**config.mk**
```make
export PLATFORM = sky130hd
export DESIGN_NAME = aal2_rx_cps_classifier
export DESIGN_NICKNAME = d
export VERILOG_FILES = /design/src/aal2_rx_pkg.sv /design/src/aal2_rx_cps_classifier.sv /design/src/split_ram.sv
export SDC_FILE = /design/constraint.sdc
export NUM_CORES = 1
export LEC_CHECK = 0
export ABC_CLOCK_PERIOD_IN_PS = 3250
export BUFFER_PORTS_ARGS = -buffer_cell sky130_fd_sc_hd__buf_2
export CAP_MARGIN = 20
export CORE_UTILIZATION = 40
export DETAILED_ROUTE_END_ITERATION = 16
export PLACE_DENSITY_LB_ADDON = 0.2
export RECOVER_POWER = 100
export REMOVE_ABC_BUFFERS = 1
export SLEW_MARGIN = 20
export SYNTH_ARGS = -nofsm -noshare
export SYNTH_HDL_FRONTEND = slang
export SYNTH_SLANG_ARGS = --single-unit
```
**constraint.sdc**
```tcl
create_clock -name clock -period 3.25 [get_ports clock]
set_input_delay 0.1625 -clock clock [delete_from_list [all_inputs] [get_ports clock]]
set_output_delay 0.1625 -clock clock [all_outputs]
set_load 0.05 [all_outputs]
```
**src/aal2_rx_pkg.sv**
```systemverilog
// package: constants, codes and carrier types for the aal2 receive classifier
// assumes: every user writes aal2_rx_pkg::name, nothing is imported
package aal2_rx_pkg;

	// ---------------------------------------------------------------
	// widths
	// ---------------------------------------------------------------
	localparam int UUI_W = 5;
	localparam int LI_W = 6;
	localparam int IDX_W = UUI_W + LI_W;
	localparam int TBL_ENTRIES = 2048;
	localparam int SEL_W = 4;
	localparam int NUM_CHAN = 16;
	localparam int ENTRY_PER_WORD = 4;
	localparam int ENTRY_POS_W = 2;
	localparam int WORD_W = ENTRY_PER_WORD * SEL_W;
	localparam int ADDR_W = 24;
	localparam int TBL_SHIFT = 10;
	localparam int TBASE_W = ADDR_W - TBL_SHIFT;
	localparam int CHAN_SHIFT = 5;
	localparam int CHAN_PTR_W = ADDR_W - CHAN_SHIFT;
	localparam int PKTCNT_W = 16;
	localparam int OCTCNT_W = 32;
	localparam int TS_W = 32;
	localparam int TYPE_W = 3;
	localparam int VINFO_W = 4;

	// ---------------------------------------------------------------
	// channel type and voice coding codes
	// ---------------------------------------------------------------
	localparam logic [TYPE_W-1:0] TYPE_VOICE = 3'h0;
	localparam logic [TYPE_W-1:0] TYPE_HDLC = 3'h1;
	localparam logic [TYPE_W-1:0] TYPE_CPU = 3'h2;
	localparam logic [TYPE_W-1:0] TYPE_DELETE = 3'h7;
	localparam logic [VINFO_W-1:0] VI_PCM = 4'h0;
	localparam logic [VINFO_W-1:0] VI_ADPCM40 = 4'h1;
	localparam logic [VINFO_W-1:0] VI_ADPCM32 = 4'h2;
	localparam logic [VINFO_W-1:0] VI_ADPCM24 = 4'h3;
	localparam logic [VINFO_W-1:0] VI_ADPCM16 = 4'h4;
	localparam logic [VINFO_W-1:0] VI_SID_INT = 4'h5;
	localparam logic [VINFO_W-1:0] VI_MU_TO_A = 4'h8;
	localparam logic [VINFO_W-1:0] VI_A_TO_MU = 4'h9;
	localparam logic [VINFO_W-1:0] VI_A_TO_MU_NZ = 4'ha;
	localparam logic [VINFO_W-1:0] VI_MU_TO_MU_NZ = 4'hb;
	localparam logic [VINFO_W-1:0] VI_SID_EXT = 4'hc;

	typedef enum logic [2:0] {K_VOICE, K_HDLC, K_CPU, K_DELETE, K_RESERVED} chan_kind_t;
	typedef enum logic [3:0] {C_PCM, C_ADPCM40, C_ADPCM32, C_ADPCM24, C_ADPCM16, C_SID_INT,
		C_MU_TO_A, C_A_TO_MU, C_A_TO_MU_NZ, C_MU_TO_MU_NZ, C_SID_EXT, C_RESERVED} coding_t;

	// ---------------------------------------------------------------
	// carriers
	// ---------------------------------------------------------------
	typedef struct packed {
		logic [UUI_W-1:0] uui;
		logic [LI_W-1:0] li;
		logic [TBASE_W-1:0] tableBase;
		logic [PKTCNT_W-1:0] pktCount;
		logic [OCTCNT_W-1:0] octetCount;
		logic seenBefore;
		logic [ADDR_W-1:0] connBase;
		logic [TS_W-1:0] timestamp;
	} pkt_t;

	typedef struct packed {
		logic report;
		logic [TYPE_W-1:0] chanType;
		logic [VINFO_W-1:0] voice_coding_info;
		logic [CHAN_PTR_W-1:0] chanPtr;
	} split_t;

	typedef struct packed {
		logic [UUI_W-1:0] uui;
		logic [LI_W-1:0] li;
		logic [SEL_W-1:0] sel;
		chan_kind_t kind;
		coding_t coding;
		logic [ADDR_W-1:0] chanAddr;
	} disp_t;

	typedef struct packed {
		logic [ADDR_W-1:0] connBase;
		logic [PKTCNT_W-1:0] pktCount;
		logic [OCTCNT_W-1:0] octetCount;
		logic seenBefore;
	} wb_t;

	typedef struct packed {
		logic init;
		logic report;
		logic [ADDR_W-1:0] connBase;
		logic [UUI_W-1:0] uui;
		logic [LI_W-1:0] li;
		logic [TS_W-1:0] timestamp;
	} ev_t;

endpackage

```
**src/aal2_rx_cps_classifier.sv**
```systemverilog
// aal2 receive cps packet classifier: table lookup, dispatch, counters, event reports
// assumes: upstream hands over each packet with its connection fields; table memory answers reads
`timescale 1ns/1ns
`default_nettype none
module aal2_rx_cps_classifier
(
	// clock and reset
	input wire logic clock,
	input wire logic rst_n,
	input wire logic ce,
	// packet from cell disassembly
	input wire logic pktValid,
	input wire aal2_rx_pkg::pkt_t pkt,
	output logic pktReady,
	// lookup table memory read
	output logic memReq,
	output logic [aal2_rx_pkg::ADDR_W-1:0] memAddr,
	input wire logic memRdValid,
	input wire logic [aal2_rx_pkg::WORD_W-1:0] memRdData,
	// split entry configuration
	input wire logic splitWe,
	input wire logic [aal2_rx_pkg::SEL_W-1:0] splitAddr,
	input wire aal2_rx_pkg::split_t splitData,
	// dispatch to channel processors
	output logic dispValid,
	output aal2_rx_pkg::disp_t disp,
	// connection write back
	output logic wbValid,
	output aal2_rx_pkg::wb_t wb,
	// event report queue
	output logic evValid,
	output aal2_rx_pkg::ev_t ev
);

	typedef enum logic [1:0] {S_IDLE, S_WAIT, S_LOOK} state_t;

	state_t state_reg;
	aal2_rx_pkg::pkt_t pkt_reg;
	logic [aal2_rx_pkg::SEL_W-1:0] sel_reg;
	logic [aal2_rx_pkg::IDX_W-1:0] index;
	logic [aal2_rx_pkg::ENTRY_POS_W-1:0] entryPos;
	logic [aal2_rx_pkg::SEL_W-1:0] selNow;
	logic takeWord;
	aal2_rx_pkg::split_t split;
	aal2_rx_pkg::chan_kind_t kindNow;
	aal2_rx_pkg::coding_t codingNow;

	// ---------------------------------------------------------------
	// index and entry extraction
	// ---------------------------------------------------------------
	assign index = {pkt_reg.uui, pkt_reg.li};
	assign entryPos = index[aal2_rx_pkg::ENTRY_POS_W-1:0];
	assign takeWord = (state_reg == S_WAIT) && memRdValid;

	always_comb
	begin
		selNow = '0;
		for (int i = 0; i < aal2_rx_pkg::ENTRY_PER_WORD; i++)
		begin
			if (int'(entryPos) == i)
			begin
				selNow = memRdData[(aal2_rx_pkg::ENTRY_PER_WORD-1-i)*aal2_rx_pkg::SEL_W +: aal2_rx_pkg::SEL_W];
			end
		end
	end

	split_ram u_split
	(
		.clock(clock),
		.rst_n(rst_n),
		.ce(ce),
		.we(splitWe),
		.wrAddr(splitAddr),
		.wrData(splitData),
		.rdEn(takeWord),
		.rdAddr(selNow),
		.rdData(split)
	);

	// ---------------------------------------------------------------
	// decoders
	// ---------------------------------------------------------------
	always_comb
	begin
		unique case (split.chanType)
			aal2_rx_pkg::TYPE_VOICE: kindNow = aal2_rx_pkg::K_VOICE;
			aal2_rx_pkg::TYPE_HDLC: kindNow = aal2_rx_pkg::K_HDLC;
			aal2_rx_pkg::TYPE_CPU: kindNow = aal2_rx_pkg::K_CPU;
			aal2_rx_pkg::TYPE_DELETE: kindNow = aal2_rx_pkg::K_DELETE;
			default: kindNow = aal2_rx_pkg::K_RESERVED;
		endcase
	end

	always_comb
	begin
		unique case (split.voice_coding_info)
			aal2_rx_pkg::VI_PCM: codingNow = aal2_rx_pkg::C_PCM;
			aal2_rx_pkg::VI_ADPCM40: codingNow = aal2_rx_pkg::C_ADPCM40;
			aal2_rx_pkg::VI_ADPCM32: codingNow = aal2_rx_pkg::C_ADPCM32;
			aal2_rx_pkg::VI_ADPCM24: codingNow = aal2_rx_pkg::C_ADPCM24;
			aal2_rx_pkg::VI_ADPCM16: codingNow = aal2_rx_pkg::C_ADPCM16;
			aal2_rx_pkg::VI_SID_INT: codingNow = aal2_rx_pkg::C_SID_INT;
			aal2_rx_pkg::VI_MU_TO_A: codingNow = aal2_rx_pkg::C_MU_TO_A;
			aal2_rx_pkg::VI_A_TO_MU: codingNow = aal2_rx_pkg::C_A_TO_MU;
			aal2_rx_pkg::VI_A_TO_MU_NZ: codingNow = aal2_rx_pkg::C_A_TO_MU_NZ;
			aal2_rx_pkg::VI_MU_TO_MU_NZ: codingNow = aal2_rx_pkg::C_MU_TO_MU_NZ;
			aal2_rx_pkg::VI_SID_EXT: codingNow = aal2_rx_pkg::C_SID_EXT;
			default: codingNow = aal2_rx_pkg::C_RESERVED;
		endcase
	end

	// ---------------------------------------------------------------
	// sequencing
	// ---------------------------------------------------------------
	always_ff @(posedge clock or negedge rst_n)
	begin
		if (!rst_n)
		begin
			state_reg <= S_IDLE;
			pktReady <= 1'b0;
			pkt_reg <= '0;
			sel_reg <= '0;
		end
		else if (ce)
		begin
			unique case (state_reg)
				S_IDLE:
				begin
					pktReady <= 1'b1;
					if (pktValid && pktReady)
					begin
						pkt_reg <= pkt;
						pktReady <= 1'b0;
						state_reg <= S_WAIT;
					end
				end
				S_WAIT:
				begin
					if (memRdValid)
					begin
						sel_reg <= selNow;
						state_reg <= S_LOOK;
					end
				end
				S_LOOK:
				begin
					pktReady <= 1'b1;
					state_reg <= S_IDLE;
				end
			endcase
		end
	end

	// ---------------------------------------------------------------
	// table read request
	// ---------------------------------------------------------------
	always_ff @(posedge clock or negedge rst_n)
	begin
		if (!rst_n)
		begin
			memReq <= 1'b0;
			memAddr <= '0;
		end
		else if (ce)
		begin
			if (state_reg == S_IDLE && pktValid && pktReady)
			begin
				memReq <= 1'b1;
				memAddr <= {pkt.tableBase, pkt.uui, pkt.li[aal2_rx_pkg::LI_W-1:aal2_rx_pkg::ENTRY_POS_W], 1'b0};
			end
			else if (takeWord)
			begin
				memReq <= 1'b0;
			end
		end
	end

	// ---------------------------------------------------------------
	// dispatch, write back and event report
	// ---------------------------------------------------------------
	always_ff @(posedge clock or negedge rst_n)
	begin
		if (!rst_n)
		begin
			dispValid <= 1'b0;
			disp <= '0;
			wbValid <= 1'b0;
			wb <= '0;
			evValid <= 1'b0;
			ev <= '0;
		end
		else if (ce)
		begin
			dispValid <= (state_reg == S_LOOK);
			wbValid <= (state_reg == S_LOOK);
			evValid <= (state_reg == S_LOOK) && (split.report || !pkt_reg.seenBefore);
			if (state_reg == S_LOOK)
			begin
				disp.uui <= pkt_reg.uui;
				disp.li <= pkt_reg.li;
				disp.sel <= sel_reg;
				disp.kind <= kindNow;
				disp.coding <= codingNow;
				disp.chanAddr <= {split.chanPtr, {aal2_rx_pkg::CHAN_SHIFT{1'b0}}};
				wb.connBase <= pkt_reg.connBase;
				wb.pktCount <= pkt_reg.pktCount + aal2_rx_pkg::PKTCNT_W'(1);
				wb.octetCount <= pkt_reg.octetCount + aal2_rx_pkg::OCTCNT_W'(pkt_reg.li)
					+ aal2_rx_pkg::OCTCNT_W'(1);
				wb.seenBefore <= 1'b1;
				ev.init <= !pkt_reg.seenBefore;
				ev.report <= split.report;
				ev.connBase <= pkt_reg.connBase;
				ev.uui <= pkt_reg.uui;
				ev.li <= pkt_reg.li;
				ev.timestamp <= pkt_reg.timestamp;
			end
		end
	end

	// ---------------------------------------------------------------
	// assertions
	// ---------------------------------------------------------------
	property p_addr;
		@(posedge clock) disable iff (!rst_n)
		(memReq && state_reg == S_WAIT) |-> memAddr == {pkt_reg.tableBase, index[aal2_rx_pkg::IDX_W-1:2], 1'b0};
	endproperty
	a_addr: assert property (p_addr) else $error("table address wrong");

	property p_index;
		@(posedge clock) disable iff (!rst_n)
		dispValid |-> {disp.uui, disp.li} == {ev.uui, ev.li} && wb.connBase == ev.connBase;
	endproperty
	a_index: assert property (p_index) else $error("index fields disagree");

	property p_top_nibble;
		@(posedge clock) disable iff (!rst_n)
		(ce && takeWord && entryPos == 2'h0) |=> sel_reg == 4'($past(memRdData) >> 12);
	endproperty
	a_top_nibble: assert property (p_top_nibble) else $error("entry 0 not in top nibble");

	property p_low_nibble;
		@(posedge clock) disable iff (!rst_n)
		(ce && takeWord && entryPos == 2'h3) |=> sel_reg == 4'($past(memRdData));
	endproperty
	a_low_nibble: assert property (p_low_nibble) else $error("entry 3 not in low nibble");

	property p_pktcnt;
		@(posedge clock) disable iff (!rst_n)
		(ce && state_reg == S_LOOK) |=> wbValid && wb.pktCount == pkt_reg.pktCount + 16'h1;
	endproperty
	a_pktcnt: assert property (p_pktcnt) else $error("packet count not incremented");

	property p_octet;
		@(posedge clock) disable iff (!rst_n)
		(ce && state_reg == S_LOOK) |=> wb.octetCount == pkt_reg.octetCount + {26'h0, pkt_reg.li} + 32'h1;
	endproperty
	a_octet: assert property (p_octet) else $error("octet count wrong");

	property p_event;
		@(posedge clock) disable iff (!rst_n)
		dispValid |-> evValid == (ev.report || ev.init);
	endproperty
	a_event: assert property (p_event) else $error("event without cause");

	property p_init;
		@(posedge clock) disable iff (!rst_n)
		(ce && state_reg == S_LOOK && !pkt_reg.seenBefore) |=> evValid && ev.init;
	endproperty
	a_init: assert property (p_init) else $error("first packet without init event");

	property p_chan;
		@(posedge clock) disable iff (!rst_n)
		dispValid |-> disp.chanAddr[4:0] == 5'h0;
	endproperty
	a_chan: assert property (p_chan) else $error("channel address not 32-byte aligned");

	property p_wrap;
		@(posedge clock) disable iff (!rst_n)
		(ce && state_reg == S_LOOK && pkt_reg.pktCount == 16'hffff) |=> wb.pktCount == 16'h0;
	endproperty
	a_wrap: assert property (p_wrap) else $error("packet count does not wrap");

	property p_pulse;
		@(posedge clock) disable iff (!rst_n)
		(ce && dispValid) |=> !dispValid;
	endproperty
	a_pulse: assert property (p_pulse) else $error("dispatch longer than one cycle");

	c_first: cover property (@(posedge clock) disable iff (!rst_n) evValid && ev.init);
	c_report: cover property (@(posedge clock) disable iff (!rst_n) evValid && ev.report && !ev.init);
	c_quiet: cover property (@(posedge clock) disable iff (!rst_n) dispValid && !evValid);
	c_delete: cover property (@(posedge clock) disable iff (!rst_n) dispValid && disp.kind == aal2_rx_pkg::K_DELETE);

endmodule
`default_nettype wire

```
**src/split_ram.sv**
```systemverilog
// holds the sixteen channel split entries, registered read
// assumes: one clock, written by configuration logic on the same clock
`timescale 1ns/1ns
`default_nettype none
module split_ram
(
	// clock and reset
	input wire logic clock,
	input wire logic rst_n,
	input wire logic ce,
	// write port
	input wire logic we,
	input wire logic [aal2_rx_pkg::SEL_W-1:0] wrAddr,
	input wire aal2_rx_pkg::split_t wrData,
	// read port
	input wire logic rdEn,
	input wire logic [aal2_rx_pkg::SEL_W-1:0] rdAddr,
	output aal2_rx_pkg::split_t rdData
);

	aal2_rx_pkg::split_t mem [aal2_rx_pkg::NUM_CHAN];

	always_ff @(posedge clock)
	begin
		if (ce && we)
		begin
			mem[wrAddr] <= wrData;
		end
	end

	always_ff @(posedge clock or negedge rst_n)
	begin
		if (!rst_n)
		begin
			rdData <= '0;
		end
		else if (ce && rdEn)
		begin
			rdData <= mem[rdAddr];
		end
	end

endmodule
`default_nettype wire
```
Yosys cells after proc, flatten, opt, wreduce, memory -nomap -nowiden
Memories as Yosys holds them, arrays and structs flattened. A register that Yosys moved wholly into a read port is not among the register bits. Cells that the tools add are included.

Flip-flop bits (word level): 293. Bits in writable memories: 432. Memory bits (read-only): 64. Output and inout bits: 217. Logic and storage cells: 78. Memories kept: 2.

$add $sub $neg: 3. Equality and inequality tests: 10. Mux-type cells: 14. Reduce and logical (&&, ||, !) cells: 23.

Memory list: u_split.mem (words 16, bits a word 27, rd ports 1, clocked after memory_dff 1, wr ports 1, line split_ram.sv:21) `aal2_rx_pkg::split_t mem [aal2_rx_pkg::NUM_CHAN];`; (name not given) (words 16, bits a word 4, rd ports 1, clocked after memory_dff 1, wr ports 0, line aal2_rx_cps_classifier.sv:96) `unique case (split.voice_coding_info)`.

Operators by type and width (number): adder 32 x 1 -> 32 bit (second input constant) (1); adder 32 x 6 -> 32 bit (1); adder 16 x 1 -> 16 bit (second input constant) (1); 2-to-1 mux 4 bit (4); one-hot mux 3 bit (4 select lines) (1); AND reduction 3 bit (3); AND reduction 2 bit (4); logical AND 1 bit (7); == test 2 bit (second input constant) (3); one-hot mux 2 bit (3 select lines) (1); 2-to-1 mux 1 bit (5); == test 2 x 1 -> 1 bit (second input constant) (2); logical NOT 2 bit (2); 2-to-1 mux 2 bit (2); inequality test 2 bit (second input constant) (2); nonzero test 2 bit (2); == test 3 x 1 -> 1 bit (second input constant) (1); == test 3 x 2 -> 1 bit (second input constant) (1); == test 3 bit (second input constant) (1); logical NOT 1 bit (3); logical NOT 3 bit (1); one-hot mux 1 bit (2 select lines) (1); logical OR 1 bit (1).

Logic depth before layout (Yosys ltp)
Depth in word-level cells: 5. Gate-level depth with buffers: 12.

Modules after synthesis
A second synthesis with hierarchy kept.

Cells, all modules: 2397. Area total of the unflattened synthesis: 30150.2 um2.

Modules (own cells, without submodules): split_ram (instances 1, cells each 1004, area each 17689.5 um2, sequential area each 13648.1 um2); aal2_rx_cps_classifier (instances 1, cells each 1393, area each 12460.7 um2, sequential area each 7432.1 um2).

Worst setup path after synthesis
OpenSTA, ideal clock, no wires.

Path kind: input -> register. From: in ce. To: mem u_split.mem[0][0] (netlist name) (enable). Arrival time: 2.642 ns. Required time: 2.805 ns. Setup slack: 0.163 ns. Stages on the path: 4. Path through: buf_2 > nand2_1 > or3_1 > nor3_1.

Word-level cells in the longest chain between the ends: 3.

Ends and longest elaborated chain: start, declared (line aal2_rx_cps_classifier.sv:10) `input wire logic ce,`; logical AND 1 bit (line split_ram.sv:25) `if (ce && we)`; 2-to-1 mux 1 bit (line split_ram.sv:25); 2-to-1 mux 1 bit (implied by the code) (line split_ram.sv:27) `mem[wrAddr] <= wrData;`; end, declared (line split_ram.sv:21).

No other way between the ends.

Worst setup path after layout
From: reg state_reg[1]. To: reg, netlist name u_split.rdData[10].

Word-level cells in the longest chain between the ends: 3.

Ends and longest elaborated chain: start, declared (line aal2_rx_cps_classifier.sv:37) `state_t state_reg;`; start signal, assigned (line aal2_rx_cps_classifier.sv:119) `state_reg <= S_IDLE;`; start signal, assigned (line aal2_rx_cps_classifier.sv:134) `state_reg <= S_WAIT;`; start signal, assigned (line aal2_rx_cps_classifier.sv:142) `state_reg <= S_LOOK;`; == test 2 x 1 -> 1 bit (line aal2_rx_cps_classifier.sv:53) `assign takeWord = (state_reg == S_WAIT) && memRdValid;`; logical AND 1 bit (line aal2_rx_cps_classifier.sv:53); logical AND 1 bit (line split_ram.sv:37) `else if (ce && rdEn)`.

No other way between the ends. A chain may end at the register's enable or synchronous reset.

==> metrics.csv <==
stage,metric,value,unit
finish,areaGrowthSynthToFinish,23.05,%
outcome,status,"complete, but fails checks",
timing,fin_worst_skew,0.02335,ns
critical_path,reg2reg_to,u_split.rdData[10],
timing,drv_slew,87,
floorplan,rows,100,
routing,first_iter_violations,1474,
critical_path,cp_max_fo,27,
clock_network,numCtsBuffers,80,
place,hpwl,48600,um
critical_path,critPathLaunchType,flip-flop,
critical_path,cpPeakStageDelay,0.75,ns
hold_path,min_from,pktValid,
logic_synthesis,synth_cell_types,47,
clock_network,cts.clk_slew.worst_paths,0.06,ns
floorplan,die_h,276.5,um
timing,slew_headroom,-69.70,%
critical_path,critical_path_arrival,3.37,ns
routing,drc,0,
place,place.gp.congestion,0.8266,
global_route,track_usage,21.55,%
finish,ff_latch_area,0.02108,mm2
logic_synthesis,ys_warn_count,0,
timing,max_freq,0.3462,GHz
timing,fin_hold_ws,0.09187,ns
timing,fin_crit_sh,88.87,%
timing,fin_setup_tns,0,ns
routing,postRouteAntennaNets,0,
logic_synthesis,syn_area,0.03014,mm2
timing,fin_ws,0.3617,ns
floorplan,start_util,40.48,%
power,total_leakage_power,14.79,nW
critical_path,cp_top_family,buffers and inverters,
routing,wl_per_cell,20.97,um
power,p_total,35.18,mW
outcome,violations,"max-capacitance violations, max-slew violations",
critical_path,r2r_cells,10,
clock_network,cts_buffer_depth,3,
hold_path,whs_path_depth,4,
power,p_per_area,948.7,mW/mm2
critical_path,worstSetupEndpointType,flip-flop,
place,port_buffers,393,
logic_synthesis,synth_top_flop_cell,edfxtp_1,
global_route,grt_max_degree,110,
finish,drive_gt1_share,15.11,%
critical_path,required,3.73,ns
logic_synthesis,ys_ff_latch,756,
hold_path,hold_end,state_reg[1],
routing,routed_wl,83080,um
global_route,grt_pass1_wl,125800,um
global_route,grt-ovfl-total,0,
timing,rsz0062_at_grt,false,
global_route,grt_pass1_vias,20560,
clock_network,cts_tree,built,
clock_network,cts_sinks,756,
power,peakVddDrop,0.7102,mV
clock_network,clock_latency,0.62,ns
hold_path,worstHoldPathType,primary input to flip-flop,
floorplan,die_w,276.5,um
timing,tightestPinTransition,2.545,ns
finish,largest_register_ffs,432,
critical_path,cp_cell_sequence,inv_1 -> ha_1 -> nand3_2 -> clkbuf_2 -> nor2_1 -> nand2_1 -> buf_2 -> a311oi_1 -> a21oi_1 -> nand3_1,
logic_synthesis,yosysSeqAreaShare,69.95,%
timing,setup_viol,0,
floorplan,ioPinCount,400,
clock_network,htreeDepth,3,
logic_synthesis,async_flop_share,42.86,%
floorplan,die_area,0.07644,mm2
routing,firstDrtPassIters,5,
global_route,antenna_found_initial,5,
critical_path,critPathKind,flip-flop to flip-flop,
critical_path,cp.buffers_inverters,3,
place,dp_slack,0.4705,ns
clock_network,cts_root_buffer,clkbuf_16,
logic_synthesis,syn_area_per_cell,12.56,um2
finish,multi_input_area,0.008123,mm2
finish,nFillCells,6542,
timing,period_minus_slack,2.888,ns
run,max_cap_viol_count,1,
critical_path,r2r-start,state_reg[1],
finish,nets,3119,
logic_synthesis,postSynthCellCount,2400,
critical_path,cp_num_cells,10,
logic_synthesis,synth-edff-count,432,
critical_path,ff2ff_setup_slack,0.36,ns
critical_path,cp_slowest_cell,buf_2,
floorplan,core,0.07445,mm2
timing,hold_violations,0,
finish,fin_util,49.81,%
routing,viasPerCell,5.220,
routing,dr_total_vias,20680,
## cells in the mapped netlist, types with 15 or more instances
library cell	instances	area [um2]
nand2_1	746	2800
edfxtp_1	432	12970
dfrtp_1	324	8108
mux2_2	95	1070
clkbuf_1	94	352.8
nand3_1	94	470.5
o21ai_0	66	330.3
a211oi_1	62	465.5
nor2b_1	56	350.3
buf_4	45	337.8
nand4_1	38	237.7
xnor2_1	37	324.1
a21oi_1	35	175.2
mux2i_1	32	320.3
buf_2	29	145.1
nor2_1	29	108.9
a311o_1	27	270.3
a311oi_1	27	236.5
a32oi_1	27	236.5
inv_1	15	56.30
## repair_timing
action / CTS / global route
hold endpoints to repair: 657 / 0
buffers inserted: 0 / 0
hold buffers: 160 / 0
gates resized for setup: 0 / 0
## metrics by stage
step / cell area (um2) / instances
floorplan: 29220 / 2225
detailed placement: 33180 / 3652
CTS: 37570 / 3960
finish: 37080 / 3961
global route: 37080 / 3961
global placement: 33180 / 3652
## kinds of logic (layout without fill, tap and decap cells)
family	Yosys count	in the layout	share of synthesized area, %
and+or+nand+nor	998	998	13.91
buffers and inverters	195	781	3.288
xor gates and xnor gates	48	48	1.395
adders and majority gates	11	11	0.4816
muxes	130	130	4.837
DFF	756	756	69.95
AOI/OAI and AO/OA	261	261	6.124
other	1	7	0.01244
## cell usage in the layout (no fill, tap or decap), drive strengths merged, types with 30 or more instances in the layout
master       count
mux2i           32
nand3           95
edfxtp         432
xnor2           37
o21ai           68
dfrtp          324
nand4           38
clkbuf         386
nor2b           56
mux2            95
nand2          746
a21oi           35
a211oi          62
nor2            30
dlygate4sd3    160
buf            186
## worst reg2reg max path: stages, from the launching register on
cell      delay (ns)
dfrtp_1         0.36
inv_1           0.07
ha_1            0.20
nand3_2         0.07
clkbuf_2        0.62
nor2_1          0.17
nand2_1         0.10
buf_2           0.75
a311oi_1        0.13
a21oi_1         0.18
nand3_1         0.10
## report_power, final
part	switching, mW	internal [mW]
registers	1.38	12.0
clock network	3.75	5.79
logic	9.03	3.19
total	14.2	21.0
## worst max-delay path by stage
stage                                    end    startpoint  slack, ns
after floorplan                     pktReady      pktReady      -2.22
after global placement     u_split.rdData[9]   entryPos[0]       0.54
after detailed placement   u_split.rdData[0]   entryPos[0]       0.47
after CTS                 u_split.rdData[12]   entryPos[1]       0.45
after global routing                disp[33]  state_reg[0]       0.12
final                     u_split.rdData[10]  state_reg[1]       0.36
## layer usage
layer  GRT usage, %  up-vias  share of wire [%]
li1               -     9465                  -
met1          28.74    10350                 43
met2          34.90      699                 47
met3          4.158      155                6.3
met4          8.151        8                3.2
met5              0        -              0.055
## area by class of cell
cell class              count  share of cell area, %
flip-flops and latches    756                  56.85
multi-input cells        1454                  21.91
repair buffers            618                  10.30
clock buffers             114                  6.472
well taps                 969                  3.270
clock inverters            34                  1.046
inverters                  15                 0.1518
diodes                      1               0.006748
Note: power is estimated with default switching activity, not from simulation.
